==> src/rtl/l2ct_pkg.sv <==
// l2ct_pkg: constants and carriers for the level-2 cache tag/data ram
// interface. assumes a 32-bit processor address, bit 31 being A0.
package l2ct_pkg;

  // ----------------------------------------------------------------
  // cache geometry
  // ----------------------------------------------------------------
  localparam int         TAG_W     = 14;     // widest stored tag
  localparam int         IDX_W     = 15;     // widest tag index
  localparam int         DRA_W     = 17;     // widest data ram address
  localparam logic [4:0] LINE_LSB  = 5'd5;   // 32-byte line
  localparam logic [4:0] DRA_LSB   = 5'd3;   // 64-bit beat
  localparam logic [4:0] TLSB_256K = 5'd18;  // tag starts above A13
  localparam logic [4:0] TLSB_512K = 5'd19;  // tag starts above A12
  localparam logic [4:0] TLSB_1M   = 5'd20;  // tag starts above A11

  localparam logic [1:0] SIZE_256K = 2'h0;
  localparam logic [1:0] SIZE_512K = 2'h1;
  localparam logic [1:0] SIZE_1M   = 2'h2;

  // ----------------------------------------------------------------
  // write timing modes and burst
  // ----------------------------------------------------------------
  localparam logic [1:0] WMODE_ASYNC = 2'h1;  // needed for async sram
  localparam logic [1:0] WMODE_EARLY = 2'h2;  // early write timing
  localparam logic [1:0] BEAT_LAST   = 2'h3;  // four beats per burst
  localparam logic [1:0] BEAT_RST    = 2'h0;

  // ----------------------------------------------------------------
  // controller states, gray along idle-look-cast-xfer-tagw
  // ----------------------------------------------------------------
  typedef enum logic [2:0] {
    ST_IDLE = 3'h0,
    ST_LOOK = 3'h1,
    ST_CAST = 3'h3,
    ST_XFER = 3'h2,
    ST_TAGW = 3'h6
  } l2ct_state_t;

  localparam l2ct_state_t ST_RST = ST_IDLE;

  // processor or snoop request
  typedef struct packed {
    logic [31:0] addr;   // byte address, bit 31 is A0
    logic        write;  // write, else read
    logic        burst;  // four-beat burst, else single beat
    logic        snoop;  // snoop lookup only
    logic        inval;  // invalidate line (invalidate mode)
    logic        rom;    // local rom address space
    logic        rom8;   // 8-bit rom
    logic [7:0]  be;     // byte lanes of a single beat
  } l2ct_req_t;

  // static configuration
  typedef struct packed {
    logic        enable;      // l2 cache enabled
    logic        write_back;  // write-back, else write-through
    logic [1:0]  size;        // SIZE_*
    logic [13:0] mask;        // castout_addr_mask, set bit drops tag bit
    logic        match_hi;    // tag match active high
    logic        mod_hi;      // modified status active high
    logic [1:0]  wmode;       // write_timing_mode_sel
    logic        byte_dec;    // onchip_byte_decode_sel
    logic        async_sram;  // asynchronous sram data ram
    logic        par_en;      // l2_parity_check_en
    logic        l2_present;  // single processor with l2 fitted
    logic        two_cpu;     // two processor mode
  } l2ct_cfg_t;

endpackage

==> src/rtl/l2ct_addr_map.sv <==
// l2ct_addr_map: splits an address into tag index, stored tag and data
// ram address for the selected cache size, and rebuilds a victim
// address from a tag read. purely combinational.
`timescale 1ns/100ps
`default_nettype none
module l2ct_addr_map
  import l2ct_pkg::*;
(
  input  wire logic [31:0]    addr_i,    // request address
  input  wire logic [1:0]     size_i,    // cache size
  input  wire logic [13:0]    mask_i,    // cast-out address mask
  input  wire logic [TAG_W-1:0] tag_i,   // tag read from tag ram
  output logic [IDX_W-1:0]    index_o,   // tag ram address
  output logic [TAG_W-1:0]    tag_o,     // tag to write
  output logic [DRA_W-1:0]    dram_o,    // data ram address
  output logic [31:0]         victim_o   // cast-out line address
);

  // first address bit of the stored tag
  function automatic logic [4:0] tag_lsb(input logic [1:0] s);
    unique case (s)
      SIZE_512K: tag_lsb = TLSB_512K;
      SIZE_1M:   tag_lsb = TLSB_1M;
      default:   tag_lsb = TLSB_256K;
    endcase
  endfunction

  logic [4:0] lsb;

  // ----------------------------------------------------------------
  // field split
  // ----------------------------------------------------------------
  // narrower tag rams serve a smaller space by masking the top bits
  always_comb
  begin
    lsb      = tag_lsb(size_i);
    tag_o    = TAG_W'(addr_i >> lsb) & ~mask_i;
    index_o  = IDX_W'(addr_i >> LINE_LSB)
             & ~(IDX_W'({IDX_W{1'b1}}) << (lsb - LINE_LSB));
    dram_o   = DRA_W'(addr_i >> DRA_LSB)
             & ~(DRA_W'({DRA_W{1'b1}}) << (lsb - DRA_LSB));
    victim_o = (32'(tag_i & ~mask_i) << lsb)
             | (32'(index_o) << LINE_LSB);
  end

endmodule
`default_nettype wire

==> src/rtl/l2ct_ctrl.sv <==
// l2ct_ctrl: level-2 cache controller towards external tag ram and
// burst or asynchronous data sram. assumes a request source that holds
// req_valid_i until req_ready_o, and tag ram answers within one cycle.
`timescale 1ns/100ps
`default_nettype none
module l2ct_ctrl
  import l2ct_pkg::*;
(
  input  wire logic           ref_clk_i,               // 10 MHz clock
  input  wire logic           rst_i,                   // sync reset
  input  wire l2ct_cfg_t      cfg_i,                   // configuration
  input  wire logic           req_valid_i,             // request offered
  input  wire l2ct_req_t      req_i,                   // request fields
  output logic                req_ready_o,             // request taken
  output logic                done_o,                  // request finished
  output logic                hit_o,                   // lookup hit
  output logic                dirty_o,                 // resident modified
  output logic                mem_write_o,             // write to memory
  output logic                castout_o,               // victim pulse
  output logic [31:0]         castout_addr_o,          // victim address
  output logic                parity_check_o,          // check parity now
  output logic                parity_gen_o,            // generate parity
  output logic [IDX_W-1:0]    tag_index_o,             // tag ram address
  output logic [TAG_W-1:0]    tag_data_o,              // tag data out
  input  wire logic [TAG_W-1:0] tag_data_i,            // tag data in
  output logic                tag_data_oe_n_o,         // low: drive tag
  output logic                tag_valid_line_o,        // valid out
  output logic                tag_valid_line_oe_n_o,   // low: drive valid
  output logic                tag_modified_out_o,      // new modified
  input  wire logic           tag_match_i,             // tag compare
  input  wire logic           tag_modified_i,          // resident dirty
  output logic                tag_addr_output_en_n_o,  // tag addr drive
  output logic                tag_output_en_n_o,       // tag ram read
  output logic                tag_write_en_n_o,        // tag ram write
  output logic                tag_addr_latch_en_o,     // cs or bit 0
  output logic                burst_addr_strobe_n_o,   // burst start
  output logic                burst_advance_n_o,       // advance or bit 1
  output logic                data_ram_output_en_n_o,  // data ram read
  output logic [7:0]          data_ram_byte_write_n_o, // byte writes
  output logic                data_addr_latch_en_o,    // async addr latch
  output logic [DRA_W-1:0]    data_ram_addr_o          // data ram address
);

  // ----------------------------------------------------------------
  // state
  // ----------------------------------------------------------------
  l2ct_state_t state_ff, nxt_state;
  l2ct_req_t   req_ff, nxt_req;
  logic [1:0]  beat_ff, nxt_beat;
  logic        xwr_ff, nxt_xwr;        // transfer writes the data ram
  logic        single_ff, nxt_single;  // one beat only
  logic        cast_ff, nxt_cast;      // transfer is the victim read
  logic        tagw_ff, nxt_tagw;      // tag write after transfer
  logic        newval_ff, nxt_newval;
  logic        newmod_ff, nxt_newmod;
  logic        done_ff, nxt_done;
  logic        hit_ff, nxt_hit;
  logic        dirty_ff, nxt_dirty;
  logic        memw_ff, nxt_memw;
  logic        co_ff, nxt_co;
  logic [31:0] coaddr_ff, nxt_coaddr;

  logic [TAG_W-1:0] map_tag;
  logic [31:0]      map_victim;
  logic             in_x, last, match, line_mod, hit_now, cacheable;
  logic             burst_addr_bit0, burst_addr_bit1;

  l2ct_addr_map u_map (
    .addr_i   (req_ff.addr),
    .size_i   (cfg_i.size),
    .mask_i   (cfg_i.mask),
    .tag_i    (tag_data_i),
    .index_o  (tag_index_o),
    .tag_o    (map_tag),
    .dram_o   (data_ram_addr_o),
    .victim_o (map_victim)
  );

  // ----------------------------------------------------------------
  // lookup status
  // ----------------------------------------------------------------
  // polarity folded in once so the sequencer sees active-high status
  assign match     = (tag_match_i == cfg_i.match_hi);
  assign line_mod  = (tag_modified_i == cfg_i.mod_hi)
                   & cfg_i.write_back;
  assign hit_now   = cfg_i.enable & tag_valid_line_o & match;
  // 8-bit rom cannot be cached on async sram; rom writes never are
  assign cacheable = cfg_i.enable
                   & ~(req_ff.rom & req_ff.rom8 & cfg_i.async_sram)
                   & ~(req_ff.rom & req_ff.write);
  assign in_x      = (state_ff == ST_XFER);
  assign last      = single_ff ? (beat_ff == BEAT_RST)
                               : (beat_ff == BEAT_LAST);

  // ----------------------------------------------------------------
  // sequencer next state
  // ----------------------------------------------------------------
  always_comb
  begin
    nxt_state  = state_ff;
    nxt_req    = req_ff;
    nxt_beat   = beat_ff;
    nxt_xwr    = xwr_ff;
    nxt_single = single_ff;
    nxt_cast   = cast_ff;
    nxt_tagw   = tagw_ff;
    nxt_newval = newval_ff;
    nxt_newmod = newmod_ff;
    nxt_done   = 1'b0;
    nxt_hit    = hit_ff;
    nxt_dirty  = dirty_ff;
    nxt_memw   = 1'b0;
    nxt_co     = 1'b0;
    nxt_coaddr = coaddr_ff;
    unique case (state_ff)
      ST_IDLE:
      begin
        if (req_valid_i)
        begin
          nxt_req   = req_i;
          nxt_state = ST_LOOK;
        end
      end
      ST_LOOK:
      begin
        // both tag enables are off here, so the tag ram compares
        nxt_hit    = hit_now;
        nxt_dirty  = hit_now & line_mod;
        nxt_beat   = BEAT_RST;
        nxt_single = ~req_ff.burst;
        nxt_cast   = 1'b0;
        nxt_newval = 1'b1;
        // rom lines are only ever cached write-through
        nxt_newmod = req_ff.write & cfg_i.write_back & ~req_ff.rom;
        nxt_state  = ST_IDLE;
        nxt_done   = 1'b1;
        if (req_ff.snoop)
          nxt_state = ST_IDLE;
        else if (req_ff.inval && cfg_i.enable)
        begin
          nxt_newval = 1'b0;
          nxt_newmod = 1'b0;
          nxt_state  = ST_TAGW;
          nxt_done   = 1'b0;
        end
        else if (!req_ff.write)
        begin
          if (hit_now)
          begin
            nxt_xwr   = 1'b0;
            nxt_tagw  = 1'b0;
            nxt_state = ST_XFER;
            nxt_done  = 1'b0;
          end
          else if (req_ff.burst && cacheable)
          begin
            nxt_xwr    = 1'b1;                    // line fill
            nxt_single = 1'b0;
            nxt_tagw   = 1'b1;
            nxt_state  = line_mod ? ST_CAST : ST_XFER;
            nxt_done   = 1'b0;
          end
        end
        else
        begin
          // write-through always forwards; write-back only uncached or single-beat misses
          nxt_memw = ~cfg_i.write_back | ~cacheable
                   | (~hit_now & ~req_ff.burst);
          if (cacheable && (hit_now || (req_ff.burst
                                        && cfg_i.write_back)))
          begin
            nxt_xwr   = 1'b1;
            nxt_tagw  = 1'b1;
            nxt_state = (!hit_now && line_mod) ? ST_CAST : ST_XFER;
            nxt_done  = 1'b0;
          end
        end
      end
      ST_CAST:
      begin
        // victim tag latched; its data is read out before the fill
        nxt_coaddr = map_victim;
        nxt_co     = 1'b1;
        nxt_cast   = 1'b1;
        nxt_xwr    = 1'b0;
        nxt_beat   = BEAT_RST;
        nxt_state  = ST_XFER;
      end
      ST_XFER:
      begin
        nxt_beat = beat_ff + 2'h1;
        if (last)
        begin
          nxt_beat = BEAT_RST;
          if (cast_ff)
          begin
            nxt_cast = 1'b0;
            nxt_xwr  = 1'b1;
          end
          else if (tagw_ff)
            nxt_state = ST_TAGW;
          else
          begin
            nxt_state = ST_IDLE;
            nxt_done  = 1'b1;
          end
        end
      end
      ST_TAGW:
      begin
        nxt_state = ST_IDLE;
        nxt_done  = 1'b1;
      end
      default:
        nxt_state = ST_IDLE;
    endcase
  end

  // sequencer registers
  always_ff @(posedge ref_clk_i)
  begin
    if (rst_i)
    begin
      state_ff  <= ST_RST;
      req_ff    <= '0;
      beat_ff   <= BEAT_RST;
      xwr_ff    <= 1'b0;
      single_ff <= 1'b0;
      cast_ff   <= 1'b0;
      tagw_ff   <= 1'b0;
      newval_ff <= 1'b0;
      newmod_ff <= 1'b0;
      done_ff   <= 1'b0;
      hit_ff    <= 1'b0;
      dirty_ff  <= 1'b0;
      memw_ff   <= 1'b0;
      co_ff     <= 1'b0;
      coaddr_ff <= 32'h0;
    end
    else
    begin
      state_ff  <= nxt_state;
      req_ff    <= nxt_req;
      beat_ff   <= nxt_beat;
      xwr_ff    <= nxt_xwr;
      single_ff <= nxt_single;
      cast_ff   <= nxt_cast;
      tagw_ff   <= nxt_tagw;
      newval_ff <= nxt_newval;
      newmod_ff <= nxt_newmod;
      done_ff   <= nxt_done;
      hit_ff    <= nxt_hit;
      dirty_ff  <= nxt_dirty;
      memw_ff   <= nxt_memw;
      co_ff     <= nxt_co;
      coaddr_ff <= nxt_coaddr;
    end
  end

  // ----------------------------------------------------------------
  // request side outputs
  // ----------------------------------------------------------------
  assign req_ready_o    = (state_ff == ST_IDLE);
  assign done_o         = done_ff;
  assign hit_o          = hit_ff;
  assign dirty_o        = dirty_ff;
  assign mem_write_o    = memw_ff;
  assign castout_o      = co_ff;
  assign castout_addr_o = coaddr_ff;
  // rom fills carry no good parity, so reads there go unchecked
  assign parity_check_o = cfg_i.par_en & in_x & ~xwr_ff
                        & ~req_ff.rom;
  assign parity_gen_o   = cfg_i.par_en & in_x & xwr_ff;

  // ----------------------------------------------------------------
  // tag ram pins
  // ----------------------------------------------------------------
  assign tag_write_en_n_o       = (state_ff != ST_TAGW);
  assign tag_output_en_n_o      = (state_ff != ST_CAST);
  assign tag_addr_output_en_n_o = (state_ff == ST_CAST);
  assign tag_data_oe_n_o        = (state_ff == ST_CAST);
  assign tag_data_o             = map_tag;
  // valid is an output only; tag rams may compare it on lookup
  assign tag_valid_line_o       = (state_ff == ST_TAGW) ? newval_ff
                                                        : 1'b1;
  assign tag_valid_line_oe_n_o  = (state_ff == ST_CAST)
                                | ~cfg_i.l2_present | cfg_i.two_cpu;
  assign tag_modified_out_o     = (newmod_ff & cfg_i.write_back)
                                == cfg_i.mod_hi;

  // ----------------------------------------------------------------
  // data ram pins
  // ----------------------------------------------------------------
  // async sram reuses the latch enable and advance pins as beat bits;
  // that mode relies on software choosing byte decode and mode 01
  assign burst_addr_bit0 = beat_ff[0];
  assign burst_addr_bit1 = beat_ff[1];

  always_comb
  begin
    if (cfg_i.async_sram)
    begin
      tag_addr_latch_en_o   = burst_addr_bit0;
      burst_advance_n_o     = burst_addr_bit1;
      burst_addr_strobe_n_o = 1'b1;
      data_addr_latch_en_o  = in_x & (beat_ff == BEAT_RST);
    end
    else
    begin
      // outside early write the chip select simply stays asserted
      tag_addr_latch_en_o   = (cfg_i.wmode == WMODE_EARLY) ? in_x
                                                           : 1'b1;
      burst_advance_n_o     = ~(in_x & (beat_ff != BEAT_RST));
      burst_addr_strobe_n_o = ~(in_x & (beat_ff == BEAT_RST));
      data_addr_latch_en_o  = 1'b0;
    end
    data_ram_output_en_n_o  = ~(in_x & ~xwr_ff);
    // lane decode only for single beats with on-chip decode
    if (in_x && xwr_ff)
      data_ram_byte_write_n_o = (single_ff && cfg_i.byte_dec)
                              ? ~req_ff.be : 8'h00;
    else
      data_ram_byte_write_n_o = 8'hff;
  end
endmodule
`default_nettype wire

==> config.mk <==
export PLATFORM = sky130hd
export DESIGN_NAME = l2ct_ctrl
export DESIGN_NICKNAME = d
export VERILOG_FILES = /design/src/rtl/l2ct_pkg.sv /design/src/rtl/l2ct_addr_map.sv /design/src/rtl/l2ct_ctrl.sv
export SDC_FILE = /design/constraint.sdc
export NUM_CORES = 1
export LEC_CHECK = 0
export ABC_AREA = 0
export BUFFER_PORTS_ARGS = -buffer_cell sky130_fd_sc_hd__buf_2
export CAP_MARGIN = 10
export CORE_ASPECT_RATIO = 0.9
export CORE_MARGIN = 3
export CORE_UTILIZATION = 31
export CTS_BUF_LIST = sky130_fd_sc_hd__clkbuf_4 sky130_fd_sc_hd__clkbuf_8
export CTS_CLUSTER_DIAMETER = 120
export CTS_CLUSTER_SIZE = 40
export DETAILED_ROUTE_END_ITERATION = 6
export PLACE_DENSITY = 0.56
export SYNTH_ARGS = -nofsm -noshare
export SYNTH_HDL_FRONTEND = slang
export SYNTH_HIERARCHICAL = 1
export SYNTH_SLANG_ARGS = --single-unit
==> constraint.sdc <==
create_clock -name ref_clk_i -period 1.6 [get_ports ref_clk_i]
set_input_delay 0.16 -clock ref_clk_i [delete_from_list [all_inputs] [get_ports ref_clk_i]]
set_output_delay 0.16 -clock ref_clk_i [all_outputs]
set_load 0.01 [all_outputs]
# ---- Word level (Yosys, flattened, before mapping)
# Index checks and enable logic that the tools add are counted.
dict set report word_totals {
  regBits 94
  inputBits 92
  output_inout_bits 106
  wordCells 179
}
dict set report classes {
  add_sub_neg 3
  n_eq_ne 22
  shift 4
  muxes 56
  n_bitwise 50
  n_reduce_logical 22
}
# op count
set ops {}
lappend ops {{$mux W1} 37}
lappend ops {{$and A14 B32 Y32} 1}
lappend ops {{$not A14 Y32} 1}
lappend ops {{$or A32 B20 Y32} 1}
lappend ops {{$shl A32 B5 Y32} 1}
lappend ops {{$shr A32 B5 Y14} 1}
lappend ops {{$mux W3} 7}
lappend ops {{$and A1 B1 Y1} 20}
lappend ops {{$and A17 B17 Y17} 1}
lappend ops {{$not A17 Y17} 1}
lappend ops {{$shl A17 B5 Y17 const A} 1}
lappend ops {{$mux W8} 2}
lappend ops {{$not A1 Y1} 16}
lappend ops {{$and A15 B15 Y15} 1}
lappend ops {{$not A15 Y15} 1}
lappend ops {{$shl A15 B5 Y15 const A} 1}
lappend ops {{$and A14 B14 Y14} 1}
lappend ops {{$not A14 Y14} 1}
lappend ops {{$pmux W3 S4} 1}
lappend ops {{$ne A2 B2 Y1 const B} 5}
lappend ops {{$pmux W1 S3} 3}
lappend ops {{$mux W2} 4}
lappend ops {{$not A8 Y8} 1}
lappend ops {{$logic_and A1 B1 Y1} 7}
lappend ops {{28 further kinds} 41}

# ---- Longest topological paths before layout
dict set report logic_depth {
  word_depth 12
  ltp_mapped 10
  depth_no_buf 8
}

# ---- Cells and area by module
# The synthesis kept the hierarchy.
# mod instances cells_per_inst area_per_inst_um2 seq_area_each_um2
set modules_own_cells {}
lappend modules_own_cells {l2ct_ctrl 1 478 3747.3 1881.8}
lappend modules_own_cells {l2ct_addr_map 1 210 1497.7 0.0}

# ---- Worst setup path before layout
# OpenSTA, ideal clock, no wires.
dict set report synth_timing {
  path_kind {register to output}
  start {register state_ff[1]}
  end {output parity_check_o}
  arrival_time_ns 1.625
  required_time_ns 1.440
  setup_slack_ns -0.185
  path_stages_with_launch 5
  n_path_buf 1
  path_cell_list {dfxtp_1 -> buf_4 -> or3b_2 -> or2_1 -> nor3b_1}
}
dict set report synth_via {
  elab_chain_cells 4
}
# item line_no
set synth_lines {}
lappend synth_lines {{start, declared} l2ct_ctrl.sv:47} ;# l2ct_state_t state_ff, nxt_state;
lappend synth_lines {{start signal, assigned} l2ct_ctrl.sv:242} ;# state_ff <= nxt_state;
lappend synth_lines {{$eq A3 B2 Y1} l2ct_ctrl.sv:91} ;# assign in_x = (state_ff == ST_XFER);
lappend synth_lines {{$and A1 B1 Y1 (2 in a row)} l2ct_ctrl.sv:271} ;# assign parity_check_o = cfg_i.par_en & in_x & ~xwr_ff
lappend synth_lines {{$and A1 B1 Y1} l2ct_ctrl.sv:272} ;# & ~req_ff.rom;
lappend synth_lines {{end, declared} l2ct_ctrl.sv:21} ;# output logic parity_check_o,
# No other way between the ends.

# ---- Worst setup path after layout
dict set report layout_timing {
  start {register state_ff[0]}
  end {output tag_addr_latch_en_o}
}
dict set report layout_via {
  elab_chain_cells 3
}
# item line_no
set layout_lines {}
lappend layout_lines {{$eq A3 B2 Y1} l2ct_ctrl.sv:91}
lappend layout_lines {{$mux W1} l2ct_ctrl.sv:311} ;# tag_addr_latch_en_o = (cfg_i.wmode == WMODE_EARLY) ? in_x
lappend layout_lines {{$mux W1} l2ct_ctrl.sv:301} ;# if (cfg_i.async_sram)
lappend layout_lines {{end, declared} l2ct_ctrl.sv:35} ;# output logic tag_addr_latch_en_o,
# No other way between the ends.

==> impl_metrics.env <==
export IMPL_slowest_delay_ns=0.40
export IMPL_drc=0
export IMPL_port_buffers=194
export IMPL_p_clk_frac=0.276
export IMPL_grt_pass1_wl_mm=29.0
export IMPL_p_sw_uw=2050
export IMPL_grt_overflow=0
export IMPL_skew_ns=0.0147
export IMPL_syn_inst=676
export IMPL_seq_power_share=0.402
export IMPL_worstPathRequired_ns=1.44
export IMPL_totalWireLength_mm=19.7
export IMPL_grt_max_degree=49
export IMPL_die_area_mm2=0.0182
export IMPL_rows=44
export IMPL_cts_clk_slew_worst_paths_ns=0.10
export IMPL_core_mm2=0.0162
export IMPL_total_power_uw=6250
export IMPL_start_util=0.318
export IMPL_rrSetupSlack_ns=-0.27
export IMPL_clockBufferDepth=2
export IMPL_critPathKind="reg -> out"
export IMPL_worstPathCellList="buf_6, or3b_4, buf_4, buf_6, a32oi_1, buf_2"
export IMPL_critPathLaunchType="flip-flop"
export IMPL_status="complete, but fails checks"
export IMPL_failed_checks="negative setup slack"
export IMPL_hold_path_class="in -> reg"
export IMPL_wire_per_inst_um=17.0
export IMPL_die_y_um=128
export IMPL_syn_area_mm2=0.00515
export IMPL_ios=198
export IMPL_placed_area_mm2=0.00656
export IMPL_final_nets=1043
export IMPL_root_buffer="clkbuf_8"
export IMPL_drive_gt1_frac=0.511
export IMPL_grtUsageTotal=0.200
export IMPL_fin_area_mm2=0.00858
export IMPL_slew_viol_final=0
export IMPL_die_w_um=142
export IMPL_h_tree_depth=3
export IMPL_finalSetupViolCount=78
export IMPL_ir_worst_vdd_v=0.000673
export IMPL_synth_avg_cell_area_um2=7.61
export IMPL_antenna_cells=0
export IMPL_dp_hpwl_mm=13.0
export IMPL_intPower_uw=4200
export IMPL_vias=5787
export IMPL_antenna_found_initial=0
export IMPL_cpMostUsedCell="buf_6"
export IMPL_cpMaxStageDelayCell="or3b_4"
export IMPL_crit_path_max_fanout=2
export IMPL_syn_to_final_growth_pct=66.7
export IMPL_switching_share=0.328
export IMPL_finalHoldViolCount=0
export IMPL_p_comb_frac=0.322
export IMPL_drtIter0Drc=321
export IMPL_p_per_area_mw_per_mm2=728
export IMPL_cts_made_buffers=9
export IMPL_layout_worst_path_cycle_share=1.22
export IMPL_dpl_worst_slack_ns=-0.275
export IMPL_worstPathArrival_ns=1.80
export IMPL_first_pass_iters=5
export IMPL_worstSetupEndpointType="primary output"
export IMPL_clkSinkCount=91
export IMPL_cts_tree="done"
export IMPL_fmax_mhz=510
export IMPL_cellLeakagePower_uw=0.00374
export IMPL_ys_warn_count=6
export IMPL_rsz0062_at_grt="yes"
export IMPL_max_cap_violations=0
export IMPL_ant_nets=0
export IMPL_grt_pass1_vias=5475
export IMPL_place_congestion=0.897
export IMPL_clock_latency_ns=0.38
export IMPL_setup_ws_ns=-0.359
export IMPL_period_minus_slack_ns=1.96
export IMPL_viasPerCell=5.00
routing by layer:
layer,vias to the layer above,GRT usage,part of all wire
met4,0,0.0491,0.013
met1,2777,0.268,0.44
li1,2794,-,-
met2,194,0.330,0.49
met3,22,0.0440,0.057
met5,-,0,0
critical path: cells and delay by family (launching register included):
family,cells,cell delay (ns)
buffers and inverters,4,0.54
AOI/OAI and AO/OA,1,0.15
and+or+nand+nor,1,0.40
DFF,1,0.34
through the flow:
stage | utilization | instances | setup TNS, ns | hold slack [ns]
after global routing | 0.530 | 1157 | -20.86 | 0.0267
after detailed placement | 0.405 | 1065 | -5.53 | 0.406
final | 0.530 | 1157 | -16.23 | 0.0385
after floorplan | - | 680 | 0 | 0.296
after global placement | 0.405 | 1065 | -5.05 | 0.406
after CTS | 0.493 | 1148 | -10.41 | 0.00401
worst paths after layout:
check              start             endpoint  depth (start not counted)
max          state_ff[0]  tag_addr_latch_en_o                          6
min            req_i[31]           req_ff[31]                          3
max reg2reg  state_ff[2]            req_ff[4]                         11
min reg2reg        hit_o                hit_o                          2
timing repair:
item / in CTS / in global routing
cloned: 2 / 3
hold endpoints to repair: 41 / 0
pin swaps: 35 / 61
resized for setup: 142 / 132
hold buffers: 41 / 0
setup endpoints to repair: 45 / 110
setup buffers: 25 / 13
area by class of cell:
class,instances,area [um^2]
inverters,17,76.3
flip-flops and latches,91,1870
well taps,207,259
fillers,1524,7600
multi-input cells,485,3570
clock inverters,6,77.6
clock buffers,10,138
repair buffers,341,2590
placed cells by master (no fill, tap or decap), types with 4 or more instances in the layout:
cell type      count
inv_2              4
dfxtp_4           11
nor2b_1           11
inv_1             10
o31ai_1            4
a21oi_2           38
nand2_1          131
and2_1             4
nor2_1            33
mux2i_1           20
buf_2            184
clkbuf_8          10
nand2_4           24
buf_6             35
nand3b_1           5
buf_4             61
a21oi_1           52
dfxtp_2            4
o21ai_2            4
mux4_2             8
ha_4               4
nand2b_1          13
dlygate4sd3_1     41
nand2_2           17
buf_12            13
conb_1             5
dfxtp_1           76
mux2i_4            6
o21ai_1            8
power groups by stage:
| stage | Combinational [uW] | Sequential (uW) | Clock [uW] |
|---|---|---|---|
| finish | 2010 | 2510 | 1730 |
| global placement | 1320 | 2540 | 0 |
| global route | 2150 | 2530 | 1870 |
| CTS | 1700 | 2500 | 1800 |
| floorplan | 793 | 2500 | 0 |
| detailed placement | 1320 | 2540 | 0 |
registers in the layout, summed over array words and instances, names as in the netlist, 2 cells and up:
signal and flops:
beat_ff 2, req_ff 43, castout_addr_o 32, state_ff 3
(Power assumes the default switching activity.)
